<file path="config.mk">
export PLATFORM = sky130hd
export DESIGN_NAME = rmog_guard
export DESIGN_NICKNAME = d
export VERILOG_FILES = /design/src/logic/rmog_pkg.sv /design/src/logic/rmog_sync.sv /design/src/logic/rmog_guard.sv
export VERILOG_INCLUDE_DIRS = /design/src /design/src/logic
export SDC_FILE = /design/constraint.sdc
export NUM_CORES = 1
export LEC_CHECK = 0
export BUFFER_PORTS_ARGS = -buffer_cell sky130_fd_sc_hd__buf_2
export CAP_MARGIN = 20
export CORE_MARGIN = 3
export CORE_UTILIZATION = 29
export DETAILED_ROUTE_END_ITERATION = 10
export SETUP_SLACK_MARGIN = 0.2
export SLEW_MARGIN = 20
export SYNTH_ARGS = -nofsm -noshare
export SYNTH_HDL_FRONTEND = slang
export SYNTH_SLANG_ARGS = --single-unit
</file>
<file path="constraint.sdc">
create_clock -name CLK -period 3 [get_ports CLK]
set_clock_uncertainty 0.05 [all_clocks]
set_input_delay 0.15 -clock CLK [delete_from_list [all_inputs] [get_ports CLK]]
set_output_delay 0.15 -clock CLK [all_outputs]
set_load 0.05 [all_outputs]
</file>
<file path="src/logic/rmog_regs.svh">
/*
  Timing and threshold constants for the roller motor overload guard.
  Assumes a 25 ns system clock and a 100 ms timebase tick.
*/
`ifndef RMOG_REGS_SVH
`define RMOG_REGS_SVH

// system clock period
`define RMOG_CLK_NS        25
// timebase tick length
`define RMOG_TICK_NS       100000000
`define RMOG_TICK_MS       100
// clock cycles per tick
`define RMOG_TICK_CYC      ((`RMOG_TICK_NS) / (`RMOG_CLK_NS))

// stall retry: on time and repeat period
`define RMOG_RETRY_ON_MS   1000
`define RMOG_RETRY_PER_MS  3000
// slow retry repeat period after the fast retries
`define RMOG_SLOW_PER_MS   60000
// speed deviation tolerated before shutdown
`define RMOG_LOW_MS        10000
// pause after a low speed shutdown
`define RMOG_LOW_WAIT_MS   60000
// near-zero speed held this long counts as a stall
`define RMOG_STALL_MS      500

// the same times as tick counts
`define RMOG_ON_T       ((`RMOG_RETRY_ON_MS) / (`RMOG_TICK_MS))
`define RMOG_OFF_T      ((`RMOG_RETRY_PER_MS - `RMOG_RETRY_ON_MS) / (`RMOG_TICK_MS))
`define RMOG_SLOW_OFF_T ((`RMOG_SLOW_PER_MS - `RMOG_RETRY_ON_MS) / (`RMOG_TICK_MS))
`define RMOG_LOW_T      ((`RMOG_LOW_MS) / (`RMOG_TICK_MS))
`define RMOG_WAIT_T     ((`RMOG_LOW_WAIT_MS) / (`RMOG_TICK_MS))
`define RMOG_STALL_T    ((`RMOG_STALL_MS) / (`RMOG_TICK_MS))

// fast retries before the error and the slow cycle
`define RMOG_MAX_TRIES     10
// speed at or below this counts as standing still
`define RMOG_STALL_SPEED   8'h02
// allowed deviation is one fifth (20 %) of the selected speed
`define RMOG_DEV_DIV       5

`endif

</file>
<file path="src/logic/rmog_pkg.sv">
/*
  Types and the speed band check of the roller motor overload guard.
  Assumes rmog_regs.svh is on the include path.
*/
`include "rmog_regs.svh"

package rmog_pkg;

  // supervisor states, one-hot
  typedef enum logic [7:0]
  {
    ST_HOLD     = 8'h01,
    ST_RUN      = 8'h02,
    ST_TRY_OFF  = 8'h04,
    ST_TRY_ON   = 8'h08,
    ST_SLOW_OFF = 8'h10,
    ST_SLOW_ON  = 8'h20,
    ST_LOW_WAIT = 8'h40,
    ST_HOT      = 8'h80
  } rmog_state_t;

  // pin level inputs from outside the clock domain
  typedef struct packed
  {
    logic start;      // start request from the control system
    logic motor_hot;  // motor over its temperature limit
    logic elec_hot;   // drive electronics over their limit
  } rmog_pins_t;

  // true when the measured speed is more than 20 % off the selected one
  function automatic logic rmog_off_speed(input logic [7:0] meas,
                                          input logic [7:0] sel);
    logic [7:0]  diff;
    logic [10:0] scaled;
    diff   = (meas > sel) ? (meas - sel) : (sel - meas);
    scaled = {3'h0, diff} * 11'(`RMOG_DEV_DIV);
    return scaled > {3'h0, sel};
  endfunction : rmog_off_speed

endpackage : rmog_pkg

</file>
<file path="src/logic/rmog_sync.sv">
/*
  Three-stage synchroniser with agreement filter for the pin inputs.
  Assumes the inputs are asynchronous levels; output follows once
  the second and third stages agree.
*/
`timescale 1ns/1ps

module rmog_sync
  import rmog_pkg::*;
(
  // clock and reset
  input  wire logic       clk,
  input  wire logic       rst_b,
  // raw pins and filtered result
  input  wire rmog_pkg::rmog_pins_t pin_in,
  output      rmog_pkg::rmog_pins_t pin_out
);

  rmog_pins_t s1;  // first stage, read only by s2
  rmog_pins_t s2;  // second stage
  rmog_pins_t s3;  // third stage

  // shift chain
  always_ff @(posedge clk or negedge rst_b)
  begin
    if (!rst_b)
    begin
      s1 <= '0;
      s2 <= '0;
      s3 <= '0;
    end
    else
    begin
      s1 <= pin_in;
      s2 <= s1;
      s3 <= s2;
    end
  end

  // per bit, take the new level only when two stages agree
  always_ff @(posedge clk or negedge rst_b)
  begin
    if (!rst_b)
      pin_out <= '0;
    else
      pin_out <= (s2 & s3) | (pin_out & (s2 | s3));
  end

endmodule : rmog_sync

</file>
<file path="src/logic/rmog_guard.sv">
/*
  Overload supervisor of a motorised conveyor roller: stall retries,
  low speed shutdown, over-temperature shutdown and zero-motion hold.
  Assumes speed feedback and selected speed come from logic on CLK;
  start and temperature flags are asynchronous pins.
*/
`timescale 1ns/1ps

`include "rmog_regs.svh"

// How it works
// - blocked: one second retry every three seconds
// - error after tenth failed retry
// - then one second retry every sixty seconds
// - error clears at speed or start withdrawn
// - over twenty percent off for ten seconds: stop
// - low speed stop: restart after sixty seconds
// - motor or electronics hot: stop, error
// - over-temperature error clears once cooled
// - still started after cooling: may run again
// - no start: hold roller electronically
module rmog_guard
  import rmog_pkg::*;
#(
  parameter int unsigned TICK_CYC = `RMOG_TICK_CYC  // cycles per 100 ms tick
)
(
  // clock and reset
  input  wire logic       CLK,
  input  wire logic       RST_B,
  // control system and temperature pins
  input  wire rmog_pkg::rmog_pins_t PINS,
  // speed feedback and set point
  input  wire logic [7:0] SPEED_MEAS,
  input  wire logic [7:0] SPEED_SEL,
  // motor drive and status
  output      logic       MOTOR_ON,
  output      logic       BRAKE_ON,
  output      logic       ERROR
);

  // tick counts as compare values
  localparam logic [21:0] TICK_LAST  = 22'(TICK_CYC - 1);
  localparam logic [9:0]  ON_LAST    = 10'(`RMOG_ON_T - 1);
  localparam logic [9:0]  OFF_LAST   = 10'(`RMOG_OFF_T - 1);
  localparam logic [9:0]  SLOW_LAST  = 10'(`RMOG_SLOW_OFF_T - 1);
  localparam logic [9:0]  WAIT_LAST  = 10'(`RMOG_WAIT_T - 1);
  localparam logic [6:0]  STALL_LAST = 7'(`RMOG_STALL_T - 1);
  localparam logic [6:0]  LOW_FULL   = 7'(`RMOG_LOW_T);
  localparam logic [3:0]  TRY_LAST   = 4'(`RMOG_MAX_TRIES - 1);

  rmog_pins_t  pins;        // synchronised pins
  rmog_state_t st;          // current state
  rmog_state_t next_st;     // next state
  logic [21:0] tick_cnt;    // timebase divider
  logic [9:0]  tmr;         // ticks spent in the current state
  logic [3:0]  tries;       // fast retries done
  logic [6:0]  dev_cnt;     // ticks spent off speed in the current state
  logic        next_error;  // next error level
  logic        next_motor;  // next motor enable
  logic        next_brake;  // next holding brake

  // pin synchroniser
  rmog_sync u_sync
  (
    .clk     (CLK),
    .rst_b   (RST_B),
    .pin_in  (PINS),
    .pin_out (pins)
  );

  // decoded conditions
  wire start     = pins.start;
  wire hot_any   = pins.motor_hot | pins.elec_hot;
  wire off_speed = rmog_off_speed(SPEED_MEAS, SPEED_SEL);
  wire at_speed  = !off_speed;
  wire near_zero = SPEED_MEAS <= `RMOG_STALL_SPEED;
  wire tick      = tick_cnt == TICK_LAST;
  wire st_change = next_st != st;
  wire on_end    = tick && (tmr == ON_LAST);
  wire off_end   = tick && (tmr == OFF_LAST);
  wire slow_end  = tick && (tmr == SLOW_LAST);
  wire wait_end  = tick && (tmr == WAIT_LAST);
  wire tries_done = tries == TRY_LAST;
  wire stall_trip = (st == ST_RUN) && off_speed && near_zero && tick &&
                    (dev_cnt >= STALL_LAST);
  wire low_trip  = (st == ST_RUN) && off_speed && tick && (dev_cnt == LOW_FULL);
  wire try_fail  = (st == ST_TRY_ON) && on_end && tries_done && off_speed;
  // motor is driven in these states
  wire drive_st  = (next_st == ST_RUN) || (next_st == ST_TRY_ON) ||
                   (next_st == ST_SLOW_ON);

  // state transitions
  always_comb
  begin
    next_st = st;
    if (hot_any)
      next_st = ST_HOT;
    else if (!start)
      next_st = ST_HOLD;
    else
      case (st)
        // started, or cooled with start still set
        ST_HOLD, ST_HOT:
          next_st = ST_RUN;
        // running: watch for stall and low speed
        ST_RUN:
          if (stall_trip)
            next_st = ST_TRY_OFF;
          else if (low_trip)
            next_st = ST_LOW_WAIT;
        ST_TRY_OFF:
          if (off_end)
            next_st = ST_TRY_ON;
        ST_TRY_ON:
          if (at_speed)
            next_st = ST_RUN;
          else if (on_end)
            next_st = tries_done ? ST_SLOW_OFF : ST_TRY_OFF;
        // long pause of the slow cycle
        ST_SLOW_OFF:
          if (slow_end)
            next_st = ST_SLOW_ON;
        ST_SLOW_ON:
          if (at_speed)
            next_st = ST_RUN;
          else if (on_end)
            next_st = ST_SLOW_OFF;
        ST_LOW_WAIT:
          if (wait_end)
            next_st = ST_RUN;
        // unknown code: fall back to hold
        default:
          next_st = ST_HOLD;
      endcase
  end

  // error level: hot sets first, start withdrawn clears, then setting events win over clearing
  always_comb
  begin
    next_error = ERROR;
    if (hot_any)
      next_error = 1'b1;
    else if (!start)
      next_error = 1'b0;
    else if (try_fail || (low_trip && !stall_trip))
      next_error = 1'b1;
    else if (st == ST_HOT)
      next_error = 1'b0;
    else if (at_speed && ((st == ST_RUN) || (st == ST_TRY_ON) ||
                          (st == ST_SLOW_ON)))
      next_error = 1'b0;
  end

  // drive outputs follow the next state
  assign next_motor = drive_st;
  assign next_brake = next_st == ST_HOLD;

  // state register
  always_ff @(posedge CLK or negedge RST_B)
  begin
    if (!RST_B)
      st <= ST_HOLD;
    else
      st <= next_st;
  end

  // timebase, restarted on every state change
  always_ff @(posedge CLK or negedge RST_B)
  begin
    if (!RST_B)
      tick_cnt <= 22'h000000;
    else if (st_change || tick)
      tick_cnt <= 22'h000000;
    else
      tick_cnt <= tick_cnt + 22'h000001;
  end

  // ticks in state
  always_ff @(posedge CLK or negedge RST_B)
  begin
    if (!RST_B)
      tmr <= 10'h000;
    else if (st_change)
      tmr <= 10'h000;
    else if (tick)
      tmr <= tmr + 10'h001;
  end

  // count fast retries, cleared outside the retry loop
  always_ff @(posedge CLK or negedge RST_B)
  begin
    if (!RST_B)
      tries <= 4'h0;
    else if ((next_st == ST_RUN) || (next_st == ST_HOLD) || (next_st == ST_HOT))
      tries <= 4'h0;
    else if ((st == ST_TRY_ON) && on_end && !tries_done)
      tries <= tries + 4'h1;
  end

  always_ff @(posedge CLK or negedge RST_B)
  begin
    if (!RST_B)
      dev_cnt <= 7'h00;
    else if (st_change || at_speed)
      dev_cnt <= 7'h00;
    else if (tick && (dev_cnt != LOW_FULL))
      dev_cnt <= dev_cnt + 7'h01;
  end

  // registered outputs, brake held through reset
  always_ff @(posedge CLK or negedge RST_B)
  begin
    if (!RST_B)
    begin
      MOTOR_ON <= 1'b0;
      BRAKE_ON <= 1'b1;
      ERROR    <= 1'b0;
    end
    else
    begin
      MOTOR_ON <= next_motor;
      BRAKE_ON <= next_brake;
      ERROR    <= next_error;
    end
  end

  // checks on the supervisor

  a_hot_stop: assert property (
    @(posedge CLK) disable iff (!RST_B)
    hot_any |=> !MOTOR_ON && ERROR && (st == ST_HOT))
    else $error("motor not stopped on over-temperature");

  a_cool_resume: assert property (
    @(posedge CLK) disable iff (!RST_B)
    (st == ST_HOT) && !hot_any && start |=> MOTOR_ON && !ERROR)
    else $error("no recovery after cooling");

  a_hold_brake: assert property (
    @(posedge CLK) disable iff (!RST_B)
    !start && !hot_any |=> BRAKE_ON && !MOTOR_ON && !ERROR)
    else $error("roller not held without start");

  a_clear_speed: assert property (
    @(posedge CLK) disable iff (!RST_B)
    (st == ST_TRY_ON) && at_speed && start && !hot_any
      |=> (st == ST_RUN) && MOTOR_ON && !ERROR)
    else $error("error kept after reaching speed");

  a_stall_retry: assert property (
    @(posedge CLK) disable iff (!RST_B)
    stall_trip && start && !hot_any |=> (st == ST_TRY_OFF) && !MOTOR_ON)
    else $error("stall did not stop the motor");

  a_retry_start: assert property (
    @(posedge CLK) disable iff (!RST_B)
    (st == ST_TRY_OFF) && off_end && start && !hot_any
      |=> (MOTOR_ON && (st == ST_TRY_ON)) ##1 (tmr == 10'h000))
    else $error("retry did not start after pause");

  a_retry_limit: assert property (
    @(posedge CLK) disable iff (!RST_B)
    try_fail && start && !hot_any
      |=> ERROR && !MOTOR_ON && (st == ST_SLOW_OFF) && (tries == TRY_LAST))
    else $error("no error after last fast retry");

  a_slow_cycle: assert property (
    @(posedge CLK) disable iff (!RST_B)
    (st == ST_SLOW_OFF) && slow_end && start && !hot_any
      |=> (st == ST_SLOW_ON) && MOTOR_ON && ERROR)
    else $error("slow cycle retry missing");

  // a slow retry that fails goes back to the long pause, error kept
  a_slow_retry_end: assert property (
    @(posedge CLK) disable iff (!RST_B)
    (st == ST_SLOW_ON) && on_end && off_speed && start && !hot_any
      |=> (st == ST_SLOW_OFF) && !MOTOR_ON && ERROR)
    else $error("slow cycle retry did not end");

  a_low_trip: assert property (
    @(posedge CLK) disable iff (!RST_B)
    low_trip && !stall_trip && start && !hot_any
      |=> (st == ST_LOW_WAIT) && ERROR && !MOTOR_ON)
    else $error("low speed not shut down");

  a_low_restart: assert property (
    @(posedge CLK) disable iff (!RST_B)
    (st == ST_LOW_WAIT) && wait_end && start && !hot_any
      |=> (st == ST_RUN) && MOTOR_ON && $stable(ERROR))
    else $error("no restart after low speed wait");

  // motor stays off with the error up until the wait has run out
  a_low_wait_hold: assert property (
    @(posedge CLK) disable iff (!RST_B)
    (st == ST_LOW_WAIT) && !wait_end && start && !hot_any
      |=> (st == ST_LOW_WAIT) && !MOTOR_ON && ERROR)
    else $error("motor restarted before the wait ended");

endmodule : rmog_guard

</file>
Yosys cells after proc, flatten, opt, wreduce, memory -nomap -nowiden
Cells that the tools add are included.
Storage, ports and cells
  register bits after elaboration: 66
  bits in latches: 0
  RAM bits: 0
  ROM bits: 0
  output and inout port bits: 3
  word-level logic and storage cells: 118
  memories kept: 0
Cells by class
  add/subtract/negate cells: 6
  $mul: 1
  div/mod/pow operators: 0
  order comparisons: 4
  equality and inequality tests: 23
  shift operators: 0
  multiplexer cells: 26
  bitwise gates (word level): 5
  reduce and logical (&&, ||, !) cells: 33
Operator list (count)
  2-to-1 mux 8 bit: 12
  one-hot mux 8 bit (7 select lines): 1
  adder 22 x 1 -> 22 bit (second input constant): 1
  == test 22 bit (second input constant): 1
  2-to-1 mux 22 bit: 1
  == test 10 bit (second input constant): 2
  2-to-1 mux 10 bit: 2
  logical AND 1 bit: 17
  == test 8 x 1 -> 1 bit (second input constant): 2
  == test 8 x 2 -> 1 bit (second input constant): 2
  == test 8 x 4 -> 1 bit (second input constant): 2
  == test 8 x 6 -> 1 bit (second input constant): 2
  == test 8 bit (second input constant): 2
  subtractor 8 bit: 2
  2-to-1 mux 7 bit: 2
  > comparator 11 x 8 -> 1 bit: 1
  multiplier 8 x 3 -> 11 bit (second input constant): 1
  adder 10 x 1 -> 10 bit (second input constant): 1
  == test 10 x 4 -> 1 bit (second input constant): 1
  == test 10 x 5 -> 1 bit (second input constant): 1
  logical OR 1 bit: 9
  == test 8 x 3 -> 1 bit (second input constant): 1
  == test 8 x 5 -> 1 bit (second input constant): 1
  == test 8 x 7 -> 1 bit (second input constant): 1
  other kinds (19): 30

Depth between registers and ports, before layout
Gate-level depths: netlist of run 1.
  word-level depth: 16
  depth in mapped cells: 27

Hierarchy
Synthesis of run 1 repeated with hierarchy kept, for this count alone.
Second synthesis, totals
  cell total of the unflattened synthesis: 504
  area total of the unflattened synthesis: 4576.9 um2
Modules (own cells, without submodules)
  rmog_guard: instances 1, cells each 489, area an instance 4242.8 um2, sequential area each 1353.8 um2
  rmog_sync: instances 1, cells each 15, area an instance 334.1 um2, sequential area each 300.3 um2

Least setup slack after synthesis of run 1
Ideal clock, no wire load.
  path kind: input -> register
  start point: input port SPEED_MEAS[0]
  end point: register tick_cnt[10]
  arrival time: 5.379 ns
  data required time: 2.829 ns
  path slack: -2.550 ns
  cell stages on the path: 27
  buffers on the path: 2
  path through: inv_1 -> ha_1 -> inv_1 -> fa_1 -> nand3_1 -> a2111oi_2 -> o21ai_4 -> mux2i_1 -> xor2_1 -> inv_1 -> ha_1 -> ha_1 -> fa_1 -> a21o_1 -> a21oi_1 -> xnor2_1 -> ha_1 -> nand2_1 -> nor2_1 -> a221oi_1 -> a21oi_1 -> or4_1 -> o31a_2 -> a21oi_2 -> buf_2 -> buf_4 -> nor3_2
On the way
  word-level cells in the longest chain between the ends: 15
  elaborated cells on any way between the ends: 23
  classes of those cells: 2 x add/sub; 1 x mul; 3 x order compare; 1 x eq/ne; 9 x mux; 7 x reduce/logical
Ends and longest elaborated chain
  from (decl): RTL line rmog_guard.sv:34  | input wire logic [7:0] SPEED_MEAS,
  subtractor 8 bit or > comparator 8 bit (tied branches): RTL line rmog_pkg.sv:35  | diff = (meas > sel) ? (meas - sel) : (sel - meas);
  2-to-1 mux 8 bit: RTL line rmog_pkg.sv:35
  multiplier 8 x 3 -> 11 bit: RTL line rmog_pkg.sv:36  | scaled = {3'h0, diff} * 11'(`RMOG_DEV_DIV);
  > comparator 11 x 8 -> 1 bit: RTL line rmog_pkg.sv:37  | return scaled > {3'h0, sel};
  logical AND 1 bit: RTL line rmog_guard.sv:85, rmog_guard.sv:87
  logical AND 1 bit (on tied branches) (2 in a row): RTL line rmog_guard.sv:87, rmog_guard.sv:85
  2-to-1 mux 8 bit or logical AND 1 bit (tied branches): RTL line rmog_guard.sv:110, rmog_guard.sv:85
  2-to-1 mux 8 bit: RTL line rmog_guard.sv:108  | if (stall_trip)
  one-hot mux 8 bit (7 select lines) *: RTL line rmog_guard.sv:102  | case (st)
  2-to-1 mux 8 bit *: RTL line rmog_guard.sv:99  | else if (!start)
  2-to-1 mux 8 bit *: RTL line rmog_guard.sv:97  | if (hot_any)
  inequality test 8 bit *: RTL line rmog_guard.sv:79  | wire st_change = next_st != st;
  logical OR 1 bit *: RTL line rmog_guard.sv:173  | else if (st_change || tick)
  2-to-1 mux 22 bit *: RTL line rmog_guard.sv:173
  to (signal assigned): RTL line rmog_guard.sv:176  | tick_cnt <= tick_cnt + 22'h000001;
  to (decl): RTL line rmog_guard.sv:55  | logic [21:0] tick_cnt;
Mark *: on every way between the ends. The rest lies on a longest branch, timed or not.
A chain may end at the register's enable or synchronous reset.

Worst setup path after layout of run 1
  start point: input port SPEED_MEAS[3]
  end point: register dev_cnt[2]
On the way
  word-level cells in the longest chain between the ends: 15
  elaborated cells on any way between the ends: 25
  classes of those cells: 2 x add/sub; 1 x mul; 3 x order compare; 1 x eq/ne; 9 x mux; 9 x reduce/logical
Ends and longest elaborated chain
  subtractor 8 bit or > comparator 8 bit (tied branches): RTL line rmog_pkg.sv:35
  2-to-1 mux 8 bit: RTL line rmog_pkg.sv:35
  multiplier 8 x 3 -> 11 bit: RTL line rmog_pkg.sv:36
  > comparator 11 x 8 -> 1 bit: RTL line rmog_pkg.sv:37
  logical AND 1 bit: RTL line rmog_guard.sv:85, rmog_guard.sv:87
  logical AND 1 bit (on tied branches) (2 in a row): RTL line rmog_guard.sv:87, rmog_guard.sv:85
  2-to-1 mux 8 bit or logical AND 1 bit (tied branches): RTL line rmog_guard.sv:110, rmog_guard.sv:85
  2-to-1 mux 8 bit: RTL line rmog_guard.sv:108
  one-hot mux 8 bit (7 select lines): RTL line rmog_guard.sv:102
  2-to-1 mux 8 bit: RTL line rmog_guard.sv:99
  2-to-1 mux 8 bit: RTL line rmog_guard.sv:97
  inequality test 8 bit: RTL line rmog_guard.sv:79
  logical OR 1 bit *: RTL line rmog_guard.sv:205  | else if (st_change || at_speed)
  2-to-1 mux 7 bit or nonzero test 2 bit (tied branches)
  to (signal assigned): RTL line rmog_guard.sv:208  | dev_cnt <= dev_cnt + 7'h01;
  to (decl): RTL line rmog_guard.sv:58  | logic [6:0] dev_cnt;
Marks and branches as above.

==> results.cfg, run 1 <==
[final_layout]
final_layout_size_suffix_gt1_share_pct = 34.6
fill_cells = 1607
ff_latch_area_um2 = 1650
fin_area_um2 = 6930
syn_to_final_growth_pct = 39.1
n_antenna_cell = 0
multi_input_area_um2 = 3400
nets = 727

[die]
start_util_pct = 29.9
die_w_um = 137
die_h_um = 137
die_area_um2 = 18800
core_area_um2 = 16700
num_io_pins = 24
num_rows = 47

[timing]
fin_setup_tns_ns = -104.86
rsz0062_at_grt = yes
setup_violations = 51
post-route-period-util_pct = 173
setup_slack_ns = -2.18
slew_viol_final = 0
worst_slew_pin_slew_ns = 0.737
hold_viol = 0
achievable-frequency_mhz = 193
maxSlewHeadroom_pct = 50.1
fin_crit_ns = 5.18

[placement]
numPortBuffers = 23
place_ws_ns = -2.67
place_hpwl_um = 10000
gp_congestion = 0.947
place_area_um2 = 6100

[logic_synthesis]
ys.flop_type = dfrtp_1
async_flop_share_pct = 100
synthCells = 534
yosys.area.top_type = dfrtp_1
synth_area_leaders = dfrtp_1 32%, ha_1 9.5%, xor2_1 4.9%
syn_area_per_cell_um2 = 9.34
synth_area_um2 = 4990
yosysSeqAreaShare_pct = 33.2
synth_top_area_share_pct = 32.1
synth_cell_type_count = 70
synth_edf_count = 0
ys_warn_count = 0
ys_ff_latch = 66
synth_fp_nets = 596

[detailed_routing]
ant_nets = 0
dr_total_vias = 4551
drc_errors = 0
wirelength_um = 13900
dr.pass1.iters = 5
drt_iter0_markers = 266
vias_per_cell = 5.11
avgRoutedWirePerCell_um = 15.6

[run_status]
violations = setup timing
status = complete, but fails checks

[job]
cap_violations = 0

[worst_setup_path]
cp_max_fo = 7
cp.arrival_ns = 5.37
cp-start-kind = primary input
cp.required_ns = 3.19
worstSetupPathType = in -> reg
critPathCaptureType = flip-flop

[grt]
grt_max_degree = 40
grt_pass1_vias = 4732
grt_usage_pct = 15.1
gr-total-overflow = 0
antenna_found_initial = 0
grt_pass1_wl_um = 22600

[clock_network]
cts_root_buf = clkbuf_16
cts_tree = yes
clockBufferDepth = 2
worstSkewPairLatency_ns = 0.34
cts_buffers = 9
clkTransAtPathRegs_ns = 0.05
htreeDepth = 3
cts.sinks = 66

[pwr]
powerDensity_nw_per_um2 = 543
p_total_mw = 3.76
ir_drop_v = 0.000359
p_leak_nw = 2.93

[min_path]
holdCritPathClass = reg -> reg
## per-stage QoR
stage          utilization, %  hold WS [ns]  instances
3_5_place_dp             36.5         0.177        851
2_1_floorplan               -        -0.196        534
6_report                 41.5         0.295        890
3_3_place_gp             36.5         0.174        851
4_1_cts                  40.3         0.297        884
5_1_grt                  41.5         0.303        890
## registers in the layout (all words and copies together) (netlist names)
name            count
dev_cnt             7
u_sync.pin_out      3
BRAKE_ON            1
u_sync.s3           3
u_sync.s1           3
ERROR               1
tick_cnt           22
MOTOR_ON            1
tries               4
u_sync.s2           3
st                  8
tmr                10
## power by group
| group | switching, mW | internal, mW |
|---|---|---|
| Clock | 0.398 | 0.687 |
| Sequential | 0.0234 | 0.918 |
| Combinational | 0.865 | 0.872 |
| Total | 1.29 | 2.48 |
## worst paths after layout
path / startpoint / to / slack (ns) / cells past startpoint
worst max-delay path: SPEED_MEAS[3] / dev_cnt[2] / -2.18 / 25
worst min-delay path: u_sync.s1[1] / u_sync.s2[1] / 0.30 / 0
worst max register to register: tick_cnt[14] / dev_cnt[0] / -0.01 / 9
worst min register to register: u_sync.s1[1] / u_sync.s2[1] / 0.30 / 0
max in group asynchronous: RST_B / u_sync.pin_out[2] / 1.90 / 3
min in group asynchronous: RST_B / tick_cnt[13] / 0.34 / 2
## per-layer routing
layer  part of all wire [%]  track usage, %  vias to the layer above
li1                       -               -                     2188
met1                     43            18.3                     2215
met2                     50            26.5                      125
met3                    4.4            2.10                       23
met4                    2.3            6.65                        0
met5                      0               0                        -
## synth_stat cells (all sizes together) (9+ instances only)
| cell type | n |
|---|---|
| o21ai | 18 |
| xnor2 | 27 |
| buf | 12 |
| xor2 | 28 |
| nand4 | 9 |
| nor3 | 29 |
| a211oi | 9 |
| nand2 | 46 |
| inv | 30 |
| a21oi | 25 |
| ha | 38 |
| nor4 | 30 |
| dfrtp | 64 |
| nand3 | 18 |
| nor2 | 41 |
## logic make-up after synthesis
group	after synthesis	share of synthesized area, %
adders and majority gates	44	11.3
and+or+nand+nor	225	27.7
xor gates and xnor gates	55	9.66
DFF	66	33.2
muxes	9	1.93
AOI/OAI and AO/OA	85	11.6
buffers and inverters	50	4.54
## critical path: stages
cell and delay, ns:
buf_2 0.10, inv_1 0.07, ha_4 0.28, a21oi_1 0.11
a2111oi_4 0.44, o21ai_4 0.10, mux2i_2 0.22, xor2_1 0.21
inv_1 0.07, ha_1 0.30, ha_2 0.19, fa_2 0.35
a21o_1 0.21, a21oi_2 0.14, xnor2_1 0.14, ha_1 0.28
nand2_1 0.08, nor2_2 0.05, a221oi_2 0.25, a21oi_2 0.07
or4_4 0.56, o211ai_1 0.29, o211ai_4 0.21, buf_8 0.21
nor4_4 0.28
## layout by cell type (no fill, tap or decap), types with 3 or more instances in the layout
master         instances
a211oi_1               7
a21o_1                 6
a21oi_1               21
a21oi_2                3
and3_1                 7
and4_1                 4
buf_12                 5
buf_2                 21
buf_4                 97
buf_6                  8
clkbuf_16             11
dfrtp_1               64
dlygate4sd3_1          4
ha_1                  33
ha_4                   4
inv_1                 28
maj3_1                 3
mux2i_1                4
nand2_1               44
nand2b_1               4
nand3_1               17
nand4_1                9
nor2_1                37
nor2_2                 3
nor2b_1                6
nor3_1                14
nor3_2                15
nor4_1                 9
nor4_2                14
nor4_4                 7
nor4b_1                6
nor4bb_1               4
o21ai_0               14
o21ai_1                3
or3_1                  4
or4_1                  3
xnor2_1               25
xor2_1                28
## repair_timing
| item | CTS | global route |
|---|---|---|
| endpoints found under the hold margin | 28 | 0 |
| buffers inserted | 11 | 4 |
| hold buffers | 4 | 0 |
| gates cloned | 2 | 2 |
| pin swaps | 20 | 17 |
| setup endpoints to repair | 51 | 51 |
| gates resized for setup | 30 | 30 |
## area by class of cell
cell class                      instances  share of cell area, %
Inverter                               30                   1.80
Tap cell                              220                   3.97
Sequential cell                        66                   23.9
Timing Repair Buffer                  140                   16.9
Clock buffer                           12                   3.70
Multi-Input combinational cell        418                   49.1
Clock inverter                          4                  0.722
No activity file was read; power rests on OpenSTA's default activity.
==> run 2: changes to the inputs <==
--- a/config.mk
+++ b/config.mk
@@ -9,8 +9,10 @@
 export BUFFER_PORTS_ARGS = -buffer_cell sky130_fd_sc_hd__buf_2
 export CAP_MARGIN = 20
 export CORE_MARGIN = 3
-export CORE_UTILIZATION = 29
+export CORE_UTILIZATION = 60
 export DETAILED_ROUTE_END_ITERATION = 10
+export GPL_TIMING_DRIVEN = 0
+export PLACE_DENSITY = 0.78
 export SETUP_SLACK_MARGIN = 0.2
 export SLEW_MARGIN = 20
 export SYNTH_ARGS = -nofsm -noshare
==> constraint.sdc (replaced) <==
create_clock -name CLK -period 3 [get_ports CLK]
set_clock_uncertainty 0.05 [all_clocks]
set_input_delay 0.75 -clock CLK [delete_from_list [all_inputs] [get_ports CLK]]
set_output_delay 0.75 -clock CLK [all_outputs]
set_load 0.05 [all_outputs]
==> run 2 against run 1 <==
Net effect: highest routed layer unchanged; worst setup slack lost 1.0 ns; routed wire length grew 0.63%; the flow still finishes with violations (setup timing); clock power shrank 28%; critical path type unchanged; largest cell class unchanged; final area shrank 9.4%; combinational power grew 8%.
==> results.cfg, run 2 (synthesis results as in run 1) <==
[pwr]
p_leak_nw = 2.56
powerDensity_nw_per_um2 = 573
combPwrFrac_pct = 52.3
ir_drop_v = 0.000307
clkPwrFrac_pct = 21.6
power_switching_mw = 1.41
cellInternalPower_mw = 2.19
seq_power_share_pct = 26.1
swShare_pct = 39.2

[grt]
antenna_found_initial = 0
gr-total-overflow = 0
grt_max_degree = 47
met3_usage_pct = 4.88
top_usage_layer = met2
grt_pass1_wl_um = 22200
grt_pass1_vias = 4538
met2_usage_pct = 48.3
grt_util_met1_pct = 36.9
grt_usage_pct = 28.2

[final_layout]
fin_area_um2 = 6280
final_common_cell = dfrtp_1
layout_common_cells = 64 x dfrtp_1, 42 x nand2_1, 39 x nor2_1, 31 x ha_1
nets = 664
final_layout_size_suffix_gt1_share_pct = 30.1
regMostFlops = tick_cnt
syn_to_final_growth_pct = 26.0
n_antenna_cell = 0
largest_reg_flops = 22
reg_top3 = tick_cnt x22, tmr x10, st x8

[detailed_routing]
dr.pass1.iters = 5
ant_nets = 0
vias_per_cell = 6.49
drc_errors = 0
drt_iter0_markers = 377
avgRoutedWirePerCell_um = 19.7
wirelength_um = 14000
dr_total_vias = 4604

[timing]
slew_viol_final = 0
post-route-period-util_pct = 207
fin_setup_tns_ns = -155.56
rsz0062_at_grt = yes
maxSlewHeadroom_pct = 33.9
fin_crit_ns = 6.20
setup_slack_ns = -3.20
setup_violations = 51
achievable-frequency_mhz = 161
hold_viol = 0
worst_slew_pin_slew_ns = 0.976

[placement]
numPortBuffers = 23
place_area_um2 = 5370
gp_congestion = 0.915
place_hpwl_um = 8750
place_ws_ns = -3.56

[die]
die_w_um = 97.2
num_rows = 32
die_area_um2 = 9440
num_io_pins = 24
core_area_um2 = 7890
die_h_um = 97.2
start_util_pct = 63.2

[worst_setup_path]
crit_slowest_cell = or4_4
cp.arrival_ns = 6.42
reg2regPathDepth = 12
worstSetupPathType = in -> reg
critical-path-max-stage-delay_ns = 0.58
cp_max_fo = 6
cp.required_ns = 3.22
cp-start-kind = primary input
critPathCaptureType = flip-flop

[clock_network]
worstSkewPairLatency_ns = 0.35
cts-hold-fix-buffers = 0
htreeDepth = 3
clockBufferDepth = 2
cts_tree = yes
cts.sinks = 66
clkTransAtPathRegs_ns = 0.08
cts_root_buf = clkbuf_8
cts_buffers = 9

[job]
cap_violations = 0

[min_path]
holdCritPathClass = in -> async

[run_status]
violations = setup timing
status = complete, but fails checks
## run 2: layout make-up
cell class	count	area, um^2
clock buffer	11	141
buffer	20	180
clock inverter	5	61.3
timing repair buffer	57	474
inverter	30	125
sequential	66	1650
tap	102	128
multi-input combinational	418	3520
fill	509	1610
## run 2: power groups by stage
stage | Clock, mW | Combinational (mW) | Sequential (mW)
6_report | 0.777 | 1.88 | 0.938
2_1_floorplan | 0 | 0.837 | 0.963
3_3_place_gp | 0 | 1.05 | 0.952
4_1_cts | 0.786 | 1.48 | 0.936
5_1_grt | 0.832 | 1.99 | 0.941
3_5_place_dp | 0 | 1.11 | 0.953
## run 2: worst max-delay path: cells and delay by family
kind / cells / cell delay (ns)
AO/OA/AOI/OAI: 9 / 1.97
adder cells (fa/ha/maj): 4 / 1.04
AND/OR/NAND/NOR: 5 / 0.99
XOR/XNOR: 3 / 0.52
buffers and inverters: 7 / 0.82
multiplexers: 1 / 0.29
## run 2: worst paths after layout
check                                    from      endpoint  slack [ns]
worst max-delay path            SPEED_MEAS[0]  tick_cnt[13]       -3.20
worst min-delay path                    RST_B   tick_cnt[1]        0.24
worst max register to register    tick_cnt[0]   tick_cnt[2]       -0.78
worst min register to register   u_sync.s1[1]  u_sync.s2[1]        0.30
max in group asynchronous               RST_B      BRAKE_ON        2.06
min in group CLK                 u_sync.s1[1]  u_sync.s2[1]        0.30
## run 2: stage by stage
stage	hold WS [ns]	total power [mW]	std cells	utilization [%]
global route	0.237	3.76	709	79.6
global placement	0.282	2.00	659	67.7
CTS	0.244	3.20	702	75.9
detailed placement	0.286	2.06	660	68.0
finish	0.243	3.60	709	79.6
floorplan	0.281	1.80	534	-
## run 2: per-layer routing
layer,routed length (um),up-vias
met5,0,-
met1,5650,2277
met4,379,0
met2,7090,202
met3,857,54
li1,-,2071
## run 2: repair_timing
item / 4_1_cts / 5_1_grt
endpoints found under the setup margin: 51 / 51
gates resized for setup: 42 / 53
hold endpoints to repair: 0 / 0
pin swaps: 9 / 20
setup buffers: 24 / 6
cloned: 2 / 1
==> run 3: changes to the inputs <==
--- a/config.mk
+++ b/config.mk
@@ -6,14 +6,13 @@
 export SDC_FILE = /design/constraint.sdc
 export NUM_CORES = 1
 export LEC_CHECK = 0
-export BUFFER_PORTS_ARGS = -buffer_cell sky130_fd_sc_hd__buf_2
 export CAP_MARGIN = 20
 export CORE_MARGIN = 3
 export CORE_UTILIZATION = 60
 export DETAILED_ROUTE_END_ITERATION = 10
+export DONT_BUFFER_PORTS = 1
 export GPL_TIMING_DRIVEN = 0
-export PLACE_DENSITY = 0.78
-export SETUP_SLACK_MARGIN = 0.2
+export PLACE_DENSITY = 0.76
 export SLEW_MARGIN = 20
 export SYNTH_ARGS = -nofsm -noshare
 export SYNTH_HDL_FRONTEND = slang
==> run 3 against run 2 <==
Net effect: the flow still finishes with violations (setup timing); sequential share of layout area grew 0.51 points; worst setup slack better by 0.30 ns; fmax up 5.1%; count of clock-buffer cells in the layout unchanged; combinational power shrank 9%; clock power is 11% higher; critical endpoint is now tick_cnt[2]; largest power group unchanged.
==> results.cfg, run 3 (synthesis results as in run 1) <==
[run_status]
status = complete, but fails checks
violations = setup timing

[final_layout]
nets = 637
final_layout_size_suffix_gt1_share_pct = 26.4
fill_cells = 499
regMostFlops = tick_cnt
syn_to_final_growth_pct = 23.6
final_common_cell = dfrtp_1
fin_util_pct = 78.1
n_antenna_cell = 0
layout_common_cells = 64 x dfrtp_1, 43 x nand2_1, 37 x nor2_1, 29 x ha_1
reg_top3 = tick_cnt x22, tmr x10, st x8
largest_reg_flops = 22

[pwr]
swShare_pct = 37.3
power_switching_mw = 1.32
clkPwrFrac_pct = 24.4
powerDensity_nw_per_um2 = 574
ir_drop_v = 0.000494
p_leak_nw = 2.46
seq_power_share_pct = 26.9
combPwrFrac_pct = 48.7
cellInternalPower_mw = 2.22

[worst_setup_path]
crit_cells = 28
worstSetupPathType = in -> reg
cp_common_cell = buf_4
cp.required_ns = 3.19
crit_slowest_cell = or4_4
critPathCaptureType = flip-flop
cp_max_fo = 6
cp-start-kind = primary input
cp.arrival_ns = 6.08
reg2regPathDepth = 12
worst-path-buf-inv = 7
critical-path-max-stage-delay_ns = 0.55
cp_top_family = compound AO/OA/AOI/OAI gates

[die]
num_rows = 32
num_io_pins = 24
start_util_pct = 63.2
die_h_um = 97.2
die_w_um = 97.2
core_area_um2 = 7890
die_area_um2 = 9440

[placement]
numPortBuffers = 0
gp_congestion = 0.901
place_hpwl_um = 8380

[detailed_routing]
dr_total_vias = 4398
dr.pass1.iters = 5
ant_nets = 0
avgRoutedWirePerCell_um = 19.4
wirelength_um = 13200
vias_per_cell = 6.45
drt_iter0_markers = 305
drc_errors = 0

[timing]
post-route-period-util_pct = 196
setup_violations = 51
whs_ns = 0.0394
fin_crit_ns = 5.89
maxSlewHeadroom_pct = 40.6
slew_viol_final = 0
fin_setup_tns_ns = -141.16
achievable-frequency_mhz = 170
setup_slack_ns = -2.89
worst_slew_pin_slew_ns = 0.879
rsz0062_at_grt = yes
hold_viol = 0

[clock_network]
cts-hold-fix-buffers = 0
clockBufferDepth = 2
worstSkewPairLatency_ns = 0.35
htreeDepth = 3
clkTransAtPathRegs_ns = 0.08
cts_buffers = 9
cts_tree = yes
cts.sinks = 66
cts_root_buf = clkbuf_8

[job]
cap_violations = 0

[grt]
gr-total-overflow = 0
grt_pass1_vias = 4315
grt_usage_pct = 26.9
grt_pass1_wl_um = 20700
antenna_found_initial = 0
grt_max_degree = 67

[min_path]
holdCritPathClass = in -> async
run 3: cell count changes in the layout (fill, tap and decap cells not counted), moves of 3 or more:
cell / previous run / this run
inv_2: 5 / 0
buf_4: 28 / 22
nor3_2: 11 / 7
nor2_2: 1 / 4
inv_1: 24 / 28
buf_2: 22 / 2
a211oi_1: 9 / 6
nor3_1: 13 / 18
a211oi_2: 0 / 3
run 3: area by class of cell:
class                      instances  area (um^2)  share of cell area [%]
inverter                          30          141                    2.29
tap                              102          128                    2.07
sequential                        66         1650                    26.8
timing repair buffer              31          309                    5.01
buffer                            19          173                    2.80
clock inverter                     5         85.1                    1.38
multi-input combinational        418         3530                    57.3
clock buffer                      11          141                    2.29
run 3: per-layer routing:
layer	wire length [um]	GRT usage, %	vias to the layer above
met5	0	0	-
met4	405	10.2	0
li1	-	-	2020
met2	6670	44.9	178
met3	810	5.24	45
met1	5320	34.5	2155
run 3: worst paths after layout:
kind / startpoint / endpoint / slack (ns)
setup / recovery: SPEED_MEAS[0] / tick_cnt[2] / -2.89
hold / removal: RST_B / tick_cnt[20] / 0.04
setup reg to reg: tick_cnt[0] / tick_cnt[13] / -0.65
hold reg to reg: u_sync.s1[0] / u_sync.s2[0] / 0.30
max in group asynchronous: RST_B / BRAKE_ON / 2.66
min in group CLK: u_sync.s1[0] / u_sync.s2[0] / 0.30
run 3: stage by stage:
step                power (mW)  worst slack, ns  cell area [um^2]  std cells
floorplan                 1.80            -2.78              5090        534
global placement          1.96            -3.25              5220        636
detailed placement        2.00            -3.35              5220        636
CTS                       3.20            -2.59              5860        674
global route              3.71            -3.11              6160        682
finish                    3.54            -2.89              6160        682
run 3: repair_timing:
action | in CTS | in global routing
hold endpoints to repair | 0 | 0
cloned | 2 | 1
buffers inserted | 21 | 10
pin swaps | 21 | 30
gates resized for setup | 38 | 49
endpoints found under the setup margin | 51 | 51
run 3: power by group through the flow:
stage	combinational (mW)	clock, mW	sequential (mW)
2_1_floorplan	0.837	0	0.963
3_3_place_gp	0.990	0	0.967
3_5_place_dp	1.03	0	0.970
4_1_cts	1.39	0.865	0.952
5_1_grt	1.84	0.914	0.958
6_report	1.72	0.863	0.953
